$ cat src/design/hbridge_chop_defines.vh
// Timing and sequencing constants for the dual H-bridge chopping and fault control.
// Assumes a 200 MHz system clock.
`ifndef HBRIDGE_CHOP_DEFINES_VH
`define HBRIDGE_CHOP_DEFINES_VH

`define CLK_PERIOD_PS       5000
`define DEAD_TIME_NS        400
`define DEAD_TIME_CYC       ((`DEAD_TIME_NS * 1000 + `CLK_PERIOD_PS - 1) / `CLK_PERIOD_PS)
`define DEAD_CNT_W          7
`define CHOP_COUNTS         16
`define CHOP_CNT_W          4
`define MIXED_DECAY_COUNTS  6
`define MIXED_DECAY_POS     (`CHOP_COUNTS - `MIXED_DECAY_COUNTS)
`define BLANK_COUNTS        1
`define CHOP_CNT_RST        4'h0
`define DEAD_CNT_RST        7'h00

`endif

$ cat src/design/half_bridge_gate.v
// Gate driver for one half-bridge with dead time on every switch-over.
// Assumes a requested state of high-side, low-side or both off, from the same clock.
`include "hbridge_chop_defines.vh"
module half_bridge_gate (
  input  wire i_sys_clk,
  input  wire i_rst_n,
  input  wire i_want_hi,
  input  wire i_want_lo,
  output reg  o_gate_hi,
  output reg  o_gate_lo
);
  reg [`DEAD_CNT_W-1:0]  dead_r;
  wire [31:0]            dead_full = `DEAD_TIME_CYC;
  wire [`DEAD_CNT_W-1:0] dead_load = dead_full[`DEAD_CNT_W-1:0];

  always @(posedge i_sys_clk) begin
    if (!i_rst_n) begin
      o_gate_hi <= 1'b0;
      o_gate_lo <= 1'b0;
      // Reset switches the gates off, so the dead time runs from it as well
      dead_r    <= dead_load;
    end else if ((o_gate_hi && !i_want_hi) || (o_gate_lo && !i_want_lo)) begin
      // Turn-off is immediate; the dead time runs after it
      o_gate_hi <= 1'b0;
      o_gate_lo <= 1'b0;
      dead_r    <= dead_load;
    end else if (dead_r != `DEAD_CNT_RST) begin
      dead_r <= dead_r - 1'b1;
    end else if (!o_gate_hi && !o_gate_lo) begin
      // Never both on, even if asked, to rule out shoot-through
      o_gate_hi <= i_want_hi && !i_want_lo;
      o_gate_lo <= i_want_lo && !i_want_hi;
    end
  end
endmodule

$ cat src/design/hbridge_chop_fault_control.v
// Dual H-bridge control: internal mixed-decay chopping, dead time, fault latch and flag.
// Assumes pins are asynchronous to i_sys_clk and oscillator ticks come from the RC oscillator.
//
// How it works
// The fault flag is pulled low once overcurrent or overtemperature has fired, else released.
// The fault flag is open drain: it only sinks low and never drives high.
// The fault stays latched until power-on reset or standby entry, then the flag is released.
// Each chopping period is exactly sixteen oscillator counts.
// Each period runs Charge, then Slow Decay, then Fast Decay, restarting at Charge.
// Charge drives current until the limit comparator trips, then the bridge goes to Slow Decay.
// Six counts before the period end the bridge enters Fast Decay for the rest of the period.
// A trip with fewer than six counts left skips Slow Decay and goes straight to Fast Decay.
// Chopping is asynchronous to external PWM and external input changes apply at once.
// Every switch of output transistors inserts a 400 ns dead time with both off.
// Threshold detection is blanked at the start of Charge and on any direction input change.
// Standby is entered only when all six control inputs are low; in paired mode the code enters it when the three bridge A inputs are low.
// On overcurrent or overtemperature all output transistors go off while the fault is latched.
// Power-on reset clears the fault latch and chop counter; leaving standby starts in Charge.
`include "hbridge_chop_defines.vh"
module hbridge_chop_fault_control (
  input  wire i_sys_clk,
  input  wire i_rst_n,
  input  wire i_chop_oscillator,
  input  wire i_dir_in1_bridge_a,
  input  wire i_dir_in2_bridge_a,
  input  wire i_pwm_in_bridge_a,
  input  wire i_dir_in1_bridge_b,
  input  wire i_dir_in2_bridge_b,
  input  wire i_pwm_in_bridge_b,
  input  wire i_bridge_pairing_select,
  input  wire i_limit_trip_a,
  input  wire i_limit_trip_b,
  input  wire i_overcurrent_detect,
  input  wire i_thermal_shutdown_detect,
  output wire o_fault_flag_out,
  output wire o_fault_flag_oe_n,
  output wire o_standby,
  output wire o_a_pos_hi,
  output wire o_a_pos_lo,
  output wire o_a_neg_hi,
  output wire o_a_neg_lo,
  output wire o_b_pos_hi,
  output wire o_b_pos_lo,
  output wire o_b_neg_hi,
  output wire o_b_neg_lo
);
  localparam [2:0] PH_CHARGE = 3'b001;
  localparam [2:0] PH_SLOW   = 3'b010;
  localparam [2:0] PH_FAST   = 3'b100;

  wire       osc_s;
  wire [5:0] ctl_s;
  wire       pair_s;
  wire       trip_a_s;
  wire       trip_b_s;
  wire       ocd_s;
  wire       tsd_s;

  // Every input pin except i_rst_n gets its own synchroniser; only the reset reaches the logic raw
  input_sync u_sync_osc (
    .i_sys_clk (i_sys_clk),
    .i_rst_n   (i_rst_n),
    .i_async   (i_chop_oscillator),
    .o_level   (osc_s)
  );
  input_sync u_sync_in1_a (
    .i_sys_clk (i_sys_clk),
    .i_rst_n   (i_rst_n),
    .i_async   (i_dir_in1_bridge_a),
    .o_level   (ctl_s[5])
  );
  input_sync u_sync_in2_a (
    .i_sys_clk (i_sys_clk),
    .i_rst_n   (i_rst_n),
    .i_async   (i_dir_in2_bridge_a),
    .o_level   (ctl_s[4])
  );
  input_sync u_sync_pwm_a (
    .i_sys_clk (i_sys_clk),
    .i_rst_n   (i_rst_n),
    .i_async   (i_pwm_in_bridge_a),
    .o_level   (ctl_s[3])
  );
  input_sync u_sync_in1_b (
    .i_sys_clk (i_sys_clk),
    .i_rst_n   (i_rst_n),
    .i_async   (i_dir_in1_bridge_b),
    .o_level   (ctl_s[2])
  );
  input_sync u_sync_in2_b (
    .i_sys_clk (i_sys_clk),
    .i_rst_n   (i_rst_n),
    .i_async   (i_dir_in2_bridge_b),
    .o_level   (ctl_s[1])
  );
  input_sync u_sync_pwm_b (
    .i_sys_clk (i_sys_clk),
    .i_rst_n   (i_rst_n),
    .i_async   (i_pwm_in_bridge_b),
    .o_level   (ctl_s[0])
  );
  input_sync u_sync_pair (
    .i_sys_clk (i_sys_clk),
    .i_rst_n   (i_rst_n),
    .i_async   (i_bridge_pairing_select),
    .o_level   (pair_s)
  );
  input_sync u_sync_trip_a (
    .i_sys_clk (i_sys_clk),
    .i_rst_n   (i_rst_n),
    .i_async   (i_limit_trip_a),
    .o_level   (trip_a_s)
  );
  input_sync u_sync_trip_b (
    .i_sys_clk (i_sys_clk),
    .i_rst_n   (i_rst_n),
    .i_async   (i_limit_trip_b),
    .o_level   (trip_b_s)
  );
  input_sync u_sync_ocd (
    .i_sys_clk (i_sys_clk),
    .i_rst_n   (i_rst_n),
    .i_async   (i_overcurrent_detect),
    .o_level   (ocd_s)
  );
  input_sync u_sync_tsd (
    .i_sys_clk (i_sys_clk),
    .i_rst_n   (i_rst_n),
    .i_async   (i_thermal_shutdown_detect),
    .o_level   (tsd_s)
  );

  genvar gi;

  // Single-bridge pairing steers bridge B from the bridge A inputs
  wire in1_a = ctl_s[5];
  wire in2_a = ctl_s[4];
  wire pwm_a = ctl_s[3];
  wire in1_b = pair_s ? ctl_s[5] : ctl_s[2];
  wire in2_b = pair_s ? ctl_s[4] : ctl_s[1];
  wire pwm_b = pair_s ? ctl_s[3] : ctl_s[0];
  wire all_low = (pair_s ? (ctl_s[5:3] == 3'h0) : (ctl_s == 6'h00));
  wire standby = all_low;
  assign o_standby = standby;

  // Oscillator edge gives one tick per oscillator count
  reg osc_d_r;
  always @(posedge i_sys_clk) begin
    if (!i_rst_n) begin
      osc_d_r <= 1'b0;
    end else begin
      osc_d_r <= osc_s;
    end
  end
  wire osc_tick = osc_s && !osc_d_r;

  // Counter-width copies of the period constants, cut on purpose
  wire [31:0]            cnt_last_full = `CHOP_COUNTS - 1;
  wire [31:0]            mix_pos_full  = `MIXED_DECAY_POS;
  wire [`CHOP_CNT_W-1:0] cnt_last      = cnt_last_full[`CHOP_CNT_W-1:0];
  wire [`CHOP_CNT_W-1:0] mix_pos       = mix_pos_full[`CHOP_CNT_W-1:0];
  wire [`CHOP_CNT_W-1:0] mix_pre       = mix_pos - 1'b1;

  reg                   fault_r;
  reg [`CHOP_CNT_W-1:0] chop_cnt_r;
  wire                  period_end = osc_tick && (chop_cnt_r == cnt_last);

  always @(posedge i_sys_clk) begin
    if (!i_rst_n) begin
      fault_r <= 1'b0;
    end else if (ocd_s || tsd_s) begin
      fault_r <= 1'b1;
    end else if (standby) begin
      fault_r <= 1'b0;
    end
  end
  // Open drain: data is fixed low, the enable alone decides the level
  assign o_fault_flag_out  = 1'b0;
  assign o_fault_flag_oe_n = !fault_r;

  // Counter held at zero in standby so the first period after wake starts clean
  always @(posedge i_sys_clk) begin
    if (!i_rst_n || standby) begin
      chop_cnt_r <= `CHOP_CNT_RST;
    end else if (osc_tick) begin
      chop_cnt_r <= chop_cnt_r + 1'b1;
    end
  end

  // Direction change detect for blanking, on the bridge-local inputs
  reg [1:0] dir_a_d_r;
  reg [1:0] dir_b_d_r;
  always @(posedge i_sys_clk) begin
    if (!i_rst_n) begin
      dir_a_d_r <= 2'b00;
      dir_b_d_r <= 2'b00;
    end else begin
      dir_a_d_r <= {in1_a, in2_a};
      dir_b_d_r <= {in1_b, in2_b};
    end
  end
  wire dir_chg = (dir_a_d_r != {in1_a, in2_a}) || (dir_b_d_r != {in1_b, in2_b});

  wire [2:0] phase_a;
  wire [2:0] phase_b;
  wire [1:0] trip_v = {trip_b_s, trip_a_s};
  wire [5:0] phase_cat;

  // Both bridges share the counter; each has its own phase and blanking
  generate
    for (gi = 0; gi < 2; gi = gi + 1) begin : g_phase
      reg  [2:0] ph_r;
      reg  [2:0] ph_nxt;
      reg        blank_r;
      reg        blank_cnt_r;
      wire       trip = trip_v[gi] && !blank_r && !dir_chg;
      always @* begin
        ph_nxt = ph_r;
        case (ph_r)
          PH_CHARGE: begin
            if (trip) begin
              if (chop_cnt_r >= mix_pos) begin
                ph_nxt = PH_FAST;
              end else begin
                ph_nxt = PH_SLOW;
              end
            end
          end
          PH_SLOW: begin
            if (osc_tick && chop_cnt_r == mix_pre) begin
              ph_nxt = PH_FAST;
            end
          end
          PH_FAST: ph_nxt = PH_FAST;
          default: ph_nxt = PH_CHARGE;
        endcase
        if (period_end) begin
          ph_nxt = PH_CHARGE;
        end
      end
      assign phase_cat[gi*3 +: 3] = ph_r;
      always @(posedge i_sys_clk) begin
        if (!i_rst_n || standby) begin
          ph_r        <= PH_CHARGE;
          blank_r     <= 1'b1;
          blank_cnt_r <= 1'b0;
        end else begin
          ph_r <= ph_nxt;
          // Every period opens a Charge, even one that never tripped, so blank on each
          if (period_end || dir_chg) begin
            blank_r     <= 1'b1;
            blank_cnt_r <= 1'b0;
          end else if (blank_r && osc_tick) begin
            if (blank_cnt_r == 1'b1 || `BLANK_COUNTS == 1) begin
              blank_r <= 1'b0;
            end
            blank_cnt_r <= 1'b1;
          end
        end
      end
    end
  endgenerate
  assign phase_a = phase_cat[2:0];
  assign phase_b = phase_cat[5:3];

  // Drive decode: external inputs combine directly, so a change acts without
  // waiting for the chopping phase; the chopper only shapes forward/reverse drive.
  reg [3:0] want_a;
  reg [3:0] want_b;
  function [3:0] bridge_want;
    input       in1;
    input       in2;
    input       pwm;
    input [2:0] ph;
    begin
      bridge_want = 4'h0; // {pos_hi,pos_lo,neg_hi,neg_lo}; both off = Hi-Z
      if (in1 && in2) begin
        bridge_want = 4'h5; // brake
      end else if (in1 || in2) begin
        if (!pwm) begin
          bridge_want = 4'h5; // brake
        end else if (ph == PH_SLOW) begin
          bridge_want = 4'h5; // slow decay through low sides
        end else if (ph == PH_FAST) begin
          bridge_want = in1 ? 4'h6 : 4'h9; // reversed drive returns current
        end else begin
          bridge_want = in1 ? 4'h9 : 4'h6; // charge
        end
      end
    end
  endfunction

  always @* begin
    want_a = bridge_want(in1_a, in2_a, pwm_a, phase_a);
    want_b = bridge_want(in1_b, in2_b, pwm_b, phase_b);
    if (fault_r || standby) begin
      want_a = 4'h0;
      want_b = 4'h0;
    end
  end

  wire [7:0] want_v = {want_b, want_a};
  wire [7:0] gate_v;
  generate
    for (gi = 0; gi < 4; gi = gi + 1) begin : g_gate
      half_bridge_gate u_gate (
        .i_sys_clk (i_sys_clk),
        .i_rst_n   (i_rst_n),
        .i_want_hi (want_v[gi*2+1]),
        .i_want_lo (want_v[gi*2]),
        .o_gate_hi (gate_v[gi*2+1]),
        .o_gate_lo (gate_v[gi*2])
      );
    end
  endgenerate

  assign o_a_pos_hi = gate_v[3];
  assign o_a_pos_lo = gate_v[2];
  assign o_a_neg_hi = gate_v[1];
  assign o_a_neg_lo = gate_v[0];
  assign o_b_pos_hi = gate_v[7];
  assign o_b_pos_lo = gate_v[6];
  assign o_b_neg_hi = gate_v[5];
  assign o_b_neg_lo = gate_v[4];
endmodule

$ cat src/design/input_sync.v
// Three-flop synchroniser for one asynchronous pin.
// Assumes the input is unrelated to i_sys_clk; output moves when stages two and three agree.
module input_sync (
  input  wire i_sys_clk,
  input  wire i_rst_n,
  input  wire i_async,
  output reg  o_level
);
  reg s1_r;
  reg s2_r;
  reg s3_r;

  always @(posedge i_sys_clk) begin
    if (!i_rst_n) begin
      s1_r    <= 1'b0;
      s2_r    <= 1'b0;
      s3_r    <= 1'b0;
      o_level <= 1'b0;
    end else begin
      s1_r <= i_async;
      s2_r <= s1_r;
      s3_r <= s2_r;
      if (s2_r == s3_r) begin
        o_level <= s3_r;
      end
    end
  end
endmodule
$ cat config.mk
export PLATFORM = sky130hd
export DESIGN_NAME = hbridge_chop_fault_control
export DESIGN_NICKNAME = d
export VERILOG_FILES = /design/src/design/half_bridge_gate.v /design/src/design/hbridge_chop_fault_control.v /design/src/design/input_sync.v
export VERILOG_INCLUDE_DIRS = /design/src /design/src/design
export SDC_FILE = /design/constraint.sdc
export NUM_CORES = 1
export LEC_CHECK = 0
export ABC_AREA = 0
export BUFFER_PORTS_ARGS = -buffer_cell sky130_fd_sc_hd__buf_4
export CAP_MARGIN = 25
export CELL_PAD_IN_SITES_DETAIL_PLACEMENT = 0
export CELL_PAD_IN_SITES_GLOBAL_PLACEMENT = 1
export CORE_MARGIN = 5
export CORE_UTILIZATION = 47
export CTS_CLUSTER_SIZE = 16
export DETAILED_ROUTE_END_ITERATION = 6
export PLACE_DENSITY = 0.79
export SETUP_SLACK_MARGIN = 0.3
export SYNTH_ARGS = -nofsm -noshare
export SYNTH_HDL_FRONTEND = slang
export SYNTH_SLANG_ARGS = --single-unit
$ cat constraint.sdc
create_clock -name i_sys_clk -period 2.3 [get_ports i_sys_clk]
set_clock_uncertainty 0.15 [all_clocks]
set_input_delay 0.46 -clock i_sys_clk [delete_from_list [all_inputs] [get_ports i_sys_clk]]
set_output_delay 0.46 -clock i_sys_clk [all_outputs]
set_load 0.005 [all_outputs]
* Yosys cells after proc, flatten, opt, wreduce, memory -nomap -nowiden
Index checks and enable logic that the tools add are counted.
** Cells by class
- Add/sub/neg operators :: 5
- Order comparisons :: 1
- Eq/ne operators :: 26
- Muxes and demuxes :: 28
- Bitwise gates (word level) :: 5
- Reductions and logical operators :: 83
** Operator list (count)
- 4-bit two-way mux :: 16
- 1-bit logical AND :: 31
- 7-bit nonzero test :: 4
- 7-bit by 1-bit subtractor with 7-bit output, second input constant :: 4
- 1-bit logical NOT :: 22
- 3-bit one-hot mux with 3 select lines :: 2
- 1-bit equality test :: 12
- 3-bit two-way mux :: 4
- 2-bit AND reduction :: 6
- 2-bit OR reduction :: 6
- 1-bit logical OR :: 11
- 4-bit equality test, second input constant :: 2
- 2-bit inequality test, second input constant :: 4
- 3-bit by 1-bit equality test with 1-bit output, second input constant :: 2
- 3-bit by 2-bit equality test with 1-bit output, second input constant :: 2
- 3-bit equality test, second input constant :: 2
- 6-bit logical NOT :: 1
- 1-bit two-way mux :: 6
- 1-bit inverter :: 5
- 4-bit by 1-bit adder with 4-bit output, second input constant :: 1
- 4-bit greater-or-equal comparator, second input constant :: 1
- 2-bit inequality test :: 2
- 3-bit logical NOT :: 1
- 2-bit nonzero test :: 1
** Word-level totals
- Register bits :: 102
- Output and inout bits :: 11
- Word-level logic and storage cells :: 217

* Depth between registers and ports, before layout
Gate-level depths: netlist of the first run.
- Word-level depth :: 12
- Mapped depth :: 6
- Mapped depth without buffers :: 6

* Cells and area by module
From an unflattened synthesis of the first run, not the netlist that was laid out.
** Unflattened totals
- Cells, all modules :: 426
- Area, all modules :: 4250.3 sq um
** By module, submodules not included
- half_bridge_gate :: instances 4, cells each 44, area each 437.9 sq um
- input_sync :: instances 12, cells each 10, area each 116.4 sq um
- hbridge_chop_fault_control :: instances 1, cells each 130, area each 1102.3 sq um

* Worst setup path before layout of the first run
OpenSTA, ideal clock, no wires.
- Kind :: register -> register
- Start point :: register g_phase[0].ph_r[2]
- End point :: register g_gate[1].u_gate.dead_r[4]
- Library setup time :: 142 ps
- Data arrival time :: 1523 ps
- Data required time :: 2008 ps
- Setup slack :: 485 ps
- Stages on the path, launching flop included :: 7
- Cell sequence :: dfxtp_1 buf_2 or3b_1 o221ai_2 and4bb_1 a211oi_4 o21bai_1
** On the way
- Longest elaborated chain between the ends :: 11
** RTL lines
- start: declaration :: RTL line hbridge_chop_fault_control.v:212 : reg [2:0] ph_r;
- start signal: assignment :: RTL line hbridge_chop_fault_control.v:248 : ph_r <= ph_nxt;
- 3-bit equality test :: RTL line hbridge_chop_fault_control.v:284 : end else if (ph == PH_FAST) begin
- 4-bit two-way mux :: RTL line hbridge_chop_fault_control.v:284
- 4-bit two-way mux (*) :: RTL line hbridge_chop_fault_control.v:282 : end else if (ph == PH_SLOW) begin
- 4-bit two-way mux (*) :: RTL line hbridge_chop_fault_control.v:280 : if (!pwm) begin
- 4-bit two-way mux (*) :: RTL line hbridge_chop_fault_control.v:279 : end else if (in1 || in2) begin
- 4-bit two-way mux (*) :: RTL line hbridge_chop_fault_control.v:277 : if (in1 && in2) begin
- 4-bit two-way mux (*) :: RTL line hbridge_chop_fault_control.v:296 : if (fault_r || standby) begin
- 1-bit logical NOT :: RTL line half_bridge_gate.v:22 : end else if ((o_gate_hi && !i_want_hi) || (o_gate_lo && !i_want_lo)) begin
- 1-bit logical AND :: RTL line half_bridge_gate.v:22
- 1-bit logical OR (*) :: RTL line half_bridge_gate.v:22
- 2-bit OR reduction (no line) (*)
- end signal: assignment :: RTL line half_bridge_gate.v:21 : dead_r <= dead_load;
- end signal: assignment :: RTL line half_bridge_gate.v:26 : dead_r <= dead_load;
- end signal: assignment :: RTL line half_bridge_gate.v:28 : dead_r <= dead_r - 1'b1;
- end: declaration :: RTL line half_bridge_gate.v:12 : reg [`DEAD_CNT_W-1:0] dead_r;
Every way passes the cells marked *; elsewhere a longest branch is shown, timed or not.
A chain may end at the register's enable or synchronous reset.

* Worst setup path in the final report of the first run
- Start point :: register u_sync_in2_b.o_level
- End point :: output port o_standby
** On the way
- Longest elaborated chain between the ends :: 2
** RTL lines
- start: declaration :: RTL line input_sync.v:7 : output reg o_level
- start signal: assignment :: RTL line input_sync.v:24 : o_level <= s3_r;
- 6-bit logical NOT :: RTL line hbridge_chop_fault_control.v:142 : wire all_low = (pair_s ? (ctl_s[5:3] == 3'h0) : (ctl_s == 6'h00));
- 1-bit two-way mux :: RTL line hbridge_chop_fault_control.v:142
- end: declaration :: RTL line hbridge_chop_fault_control.v:37 : output wire o_standby,
Every way passes these cells.

==> flow_summary.toml, run 1 <==
[final_layout]
diodes = 0
fin_nets = 505
drive_gt1_share_pct = 20.4
area_growth_pct = 16.0
final_common_cell = "dfxtp_1"
final_cell_mix = "89 x dfxtp_1, 39 x and2_1, 39 x buf_4"

[drt]
drc = 0
num_vias = 3097
ant_nets = 0
wl_um = 8040
viasPerCell = 5.21
post_drt_wl_per_cell_um = 13.5
initialDrtViolationCount = 93
dr.pass1.iters = 4

[sta]
fmax_ghz = 0.490
post-route-period-util_pct = 88.7
maxSlewViolCount = 0
fin_setup_tns_ns = 0
period_minus_slack_ns = 2.04
rsz0062_at_grt = "true"
setup_viol = 0
finalHoldViolations = 0
hold_slack_ns = 0.138

[cts]
cts_tree = "done"
cts_made_buffers = 9
clk_latency_ns = 0.37
cts_root_buffer = "clkbuf_8"
cts_max_path_buffers = 2
ctsHtreeMaxLevel = 3
cts_sinks = 102
clkSlewWorstSetupHoldPaths_ns = 0.10

[logic_synthesis]
synth_area_sq_mm = 0.00429
synth_fp_nets = 469
ys_seq_area_share_pct = 47.6
async_reset_ff_share_pct = 0
synthFlopType = "dfxtp_1"
ys_seq_elements = 102
yosysWarnings = 0
avgSynthCellArea_sq_um = 9.64
yosysUniqueCellTypes = 62
synth_edf_count = 0
netlist_instances = 445

[power]
power_leakage_uw = 0.00187
irDropWorstVdd_mv = 0.364
pwr_density_cell_mw_per_mm2 = 696

[setup_path]
endpoint_kind = "output pin"
cp_data_required_time_ns = 1.69
start_kind = "register"
worstSetupPathType = "register to output pin"
crit_fanout = 4
arrival_ns = 1.43

[global_routing]
grt_use_met2_pct = 24.0
grt.total_usage_pct = 14.9
grt_use_met3_pct = 4.58
grt_pass1_wl_um = 13700
gr-max-usage-layer = "met2"
global_route.usage.met1_pct = 18.8
antenna_found_initial = 0
grt.overflow.total = 0
grt_pass1_vias = 2947
grt_max_degree = 51

[hold_path]
hold_class = "input port to register"

[die]
core_sq_mm = 0.00881
die_area_sq_mm = 0.0111
start_util_pct = 48.7
die_y_um = 106
design.portCount = 25
num_rows = 34
chipWidth_um = 106

[outcome]
outcome = "complete, no violations"

[placement]
dp_hpwl_um = 5520
routabilityCongestion = 0.807
port_buffers = 23

[run]
cap_viol_max_count = 0
[what timing repair did]
item                       4_1_cts  5_1_grt
setup buffers                    0       11
pin swaps                        0       10
hold buffers                     0        0
resized for setup                6       32
setup endpoints to repair       27       29
[layout make-up]
type	count	area (sq um)
repair buffers	42	325
well taps	108	135
fillers	799	3830
clock buffers	9	124
inverters	17	63.8
clock inverters	7	77.6
multi-input cells	309	2180
flip-flops and latches	102	2070
[per-stage QoR]
step	utilization [%]	std cells	total power, uW	setup WS, ns	instance area, sq um
after CTS	54.4	583	3530	0.195	4790
final	56.5	594	3470	0.260	4980
after global routing	56.5	594	3670	0.152	4980
after global placement	51.9	567	2380	0.239	4570
after detailed placement	51.9	567	2400	0.177	4570
after floorplan	-	445	2310	0.485	4290
[registers in the layout (all words and copies together) (netlist names), 2 cells and up]
signal,cells
g_phase.ph_r,3
g_phase.blank_r,2
g_gate.u_gate.dead_r,28
dir_b_d_r,2
chop_cnt_r,4
bridge_want.ph,3
g_gate.u_gate.o_gate_hi,4
dir_a_d_r,2
g_gate.u_gate.o_gate_lo,4
[per-layer routing]
metal	part of all wire (%)	wire length (um)	vias up
li1	-	-	1606
met1	48	3830	1448
met2	48	3840	32
met3	3.1	252	11
met4	1.6	127	0
met5	0	0	-
[synth_stat cells (all sizes together), types with 8 or more instances]
master	count	share of area (%)
nor4	8	1.3
a21oi	21	2.5
xnor2	21	4.3
xor2	10	2.0
dfxtp	102	48
nor2	31	2.8
inv	17	1.5
nand3	10	1.2
and2	39	5.7
clkbuf	10	0.88
nor2b	8	1.2
ha	10	2.9
nor3	23	2.7
o21ai	15	1.8
nand2	34	3.0
[final timing paths]
check | end | slack (ns) | start | depth (start not counted)
worst max-delay path | o_standby | 0.26 | u_sync_in2_b.o_level$_SDFFE_PN0N_ | 4
worst min-delay path | u_sync_pwm_a.s1_r$_SDFF_PN0_ | 0.14 | i_pwm_in_bridge_a | 2
worst max register to register | g_gate[2].u_gate.dead_r[3]$_SDFFE_PP0N_ | 0.38 | u_sync_pair.o_level$_SDFFE_PN0N_ | 6
worst min register to register | u_sync_osc.s2_r$_SDFF_PN0_ | 0.29 | u_sync_osc.s1_r$_SDFF_PN0_ | 1
[logic make-up after synthesis]
family / share of synthesized area, %
buffers and inverters: 3.53
AND/OR/NAND/NOR: 25.7
other: 0.0874
AO/OA/AOI/OAI: 13.1
flip-flops: 47.6
XOR/XNOR: 6.33
multiplexers: 0.758
adder cells (fa/ha/maj): 2.92
[power breakdown]
group	switching (uW)	internal (uW)
Clock	685	431
Sequential	90.6	1880
Combinational	180	202
[critical path, cell delays in order, from the launching register on]
cell     delay, ns
dfxtp_4       0.37
nor3_4        0.21
nor2_2        0.08
nor4_4        0.23
buf_4         0.16
Power figures use the tool's default switching activity.
==> run 2, diff against run 1 <==
--- a/config.mk
+++ b/config.mk
@@ -7,15 +7,16 @@
 export NUM_CORES = 1
 export LEC_CHECK = 0
 export ABC_AREA = 0
-export BUFFER_PORTS_ARGS = -buffer_cell sky130_fd_sc_hd__buf_4
 export CAP_MARGIN = 25
 export CELL_PAD_IN_SITES_DETAIL_PLACEMENT = 0
 export CELL_PAD_IN_SITES_GLOBAL_PLACEMENT = 1
 export CORE_MARGIN = 5
-export CORE_UTILIZATION = 47
+export CORE_UTILIZATION = 49
+export CTS_CLUSTER_DIAMETER = 120
 export CTS_CLUSTER_SIZE = 16
 export DETAILED_ROUTE_END_ITERATION = 6
-export PLACE_DENSITY = 0.79
+export DONT_BUFFER_PORTS = 1
+export PLACE_DENSITY = 0.78
 export SETUP_SLACK_MARGIN = 0.3
 export SYNTH_ARGS = -nofsm -noshare
 export SYNTH_HDL_FRONTEND = slang
==> run 2 against run 1 <==
Net effect: register-to-register slack better by 0.02 ns; sequential power about the same; cell count down 3.7%; worst setup slack improved by 0.050 ns; first-iteration DRC count is 23% lower.
==> flow_summary.toml, run 2 (synthesized netlist as in run 1, its figures left out) <==
[outcome]
outcome = "complete, no violations"

[die]
start_util_pct = 49.7
num_rows = 34
core_sq_mm = 0.00864
die_area_sq_mm = 0.0107
chipWidth_um = 104
design.portCount = 25
die_y_um = 104

[final_layout]
fin_nets = 483
largest_register = "g_gate.u_gate.dead_r"
fill_cells = 798
final_cell_mix = "94 x dfxtp_1, 39 x and2_1, 33 x nand2_1"
stdcell_area_sq_mm = 0.00474
area_growth_pct = 10.5
diodes = 0
drive_gt1_share_pct = 14.0
final_common_cell = "dfxtp_1"
largest_reg_flops = 28

[power]
power_leakage_uw = 0.00175
pwr_density_cell_mw_per_mm2 = 721
irDropWorstVdd_mv = 0.390

[setup_path]
start_kind = "register"
crit_fanout = 3
endpoint_kind = "output pin"
cp_data_required_time_ns = 1.69
arrival_ns = 1.38
worstSetupPathType = "register to output pin"

[sta]
fin_setup_tns_ns = 0
fmax_ghz = 0.502
period_minus_slack_ns = 1.99
post-route-period-util_pct = 86.5
setup_viol = 0
rsz0062_at_grt = "true"
maxSlewViolCount = 0
finalHoldViolations = 0
hold_slack_ns = 0.0390

[cts]
cts_made_buffers = 9
cts_root_buffer = "clkbuf_8"
clkSlewWorstSetupHoldPaths_ns = 0.10
cts_tree = "done"
cts_max_path_buffers = 2
clk_latency_ns = 0.37
cts_sinks = 102
ctsHtreeMaxLevel = 3

[run]
cap_viol_max_count = 0

[global_routing]
grt_max_degree = 58
antenna_found_initial = 0
grt_pass1_vias = 2832
grt_pass1_wl_um = 13000
grt.overflow.total = 0
grt.total_usage_pct = 14.4

[placement]
dp_hpwl_um = 5220
routabilityCongestion = 0.794
postPlaceCellArea_sq_mm = 0.00441
port_buffers = 0

[drt]
post_drt_wl_per_cell_um = 13.2
initialDrtViolationCount = 72
ant_nets = 0
wl_um = 7550
dr.pass1.iters = 4
viasPerCell = 5.34
num_vias = 3054
drc = 0

[hold_path]
hold_class = "input port to register"
[run 2: cell count changes in the layout (fill, tap and decap cells not counted), sizes merged]
| cell | previous run | this run |
|---|---|---|
| buf | 40 | 19 |
| clkbuf | 11 | 9 |
| clkinv | 2 | 1 |
| dlygate4sd3 | 0 | 1 |
| inv | 21 | 22 |
[run 2: metal layers]
metal	GRT usage, %	vias to the layer above	part of all wire (%)
met5	0	-	0
met4	5.72	0	1.4
met3	3.98	9	4.9
met2	23.3	51	47
met1	18.1	1431	47
li1	-	1563	-
[run 2: per-stage QoR]
| stage | utilization (%) | std cells | total power, uW | setup WS [ns] |
|---|---|---|---|---|
| after floorplan | - | 445 | 2310 | 0.485 |
| after global placement | 51.1 | 546 | 2350 | 0.317 |
| after detailed placement | 51.1 | 546 | 2360 | 0.260 |
| after CTS | 53.5 | 563 | 3480 | 0.253 |
| after global routing | 54.9 | 572 | 3610 | 0.237 |
| final | 54.9 | 572 | 3420 | 0.310 |
[run 2: path summary, 6_finish.rpt]
check                                         start                                      end  slack (ns)  cells after the start
setup reg to reg     bridge_want.ph[2]$_SDFFE_PP0P_  g_gate[3].u_gate.dead_r[2]$_SDFFE_PP0N_        0.40                      5
setup / recovery  u_sync_in2_b.o_level$_SDFFE_PN0N_                                o_standby        0.31                      4
hold / removal                              i_rst_n  g_gate[2].u_gate.dead_r[4]$_SDFFE_PP1N_        0.04                      1
hold reg to reg        u_sync_in2_a.s1_r$_SDFF_PN0_             u_sync_in2_a.s2_r$_SDFF_PN0_        0.29                      1
[run 2: final cells by class]
type,count,area (sq um),share of cell area [%]
clock buffer,9,124,2.61
clock inverter,7,72.6,1.53
inverter,17,63.8,1.35
multi-input combinational,309,2120,44.8
sequential,102,2060,43.5
tap,108,135,2.85
timing repair buffer,20,160,3.38
[run 2: power by group]
group / internal [uW] / total, uW / switching (uW)
combinational: 187 / 352 / 165
sequential: 1880 / 1970 / 89.5
clock: 429 / 1100 / 666
total: 2500 / 3420 / 921
[run 2: worst max-delay path, cell delays in order, from the launching register on]
cell and delay, ns:
dfxtp_4 0.37, nor3_4 0.21, nor2_2 0.06, nor4_2 0.20
buf_4 0.17
[run 2: what timing repair did]
action,in CTS,in global routing
pin swaps,0,3
endpoints found under the setup margin,15,18
hold buffers,1,0
hold endpoints to repair,1,0
setup buffers,0,9
resized for setup,3,17
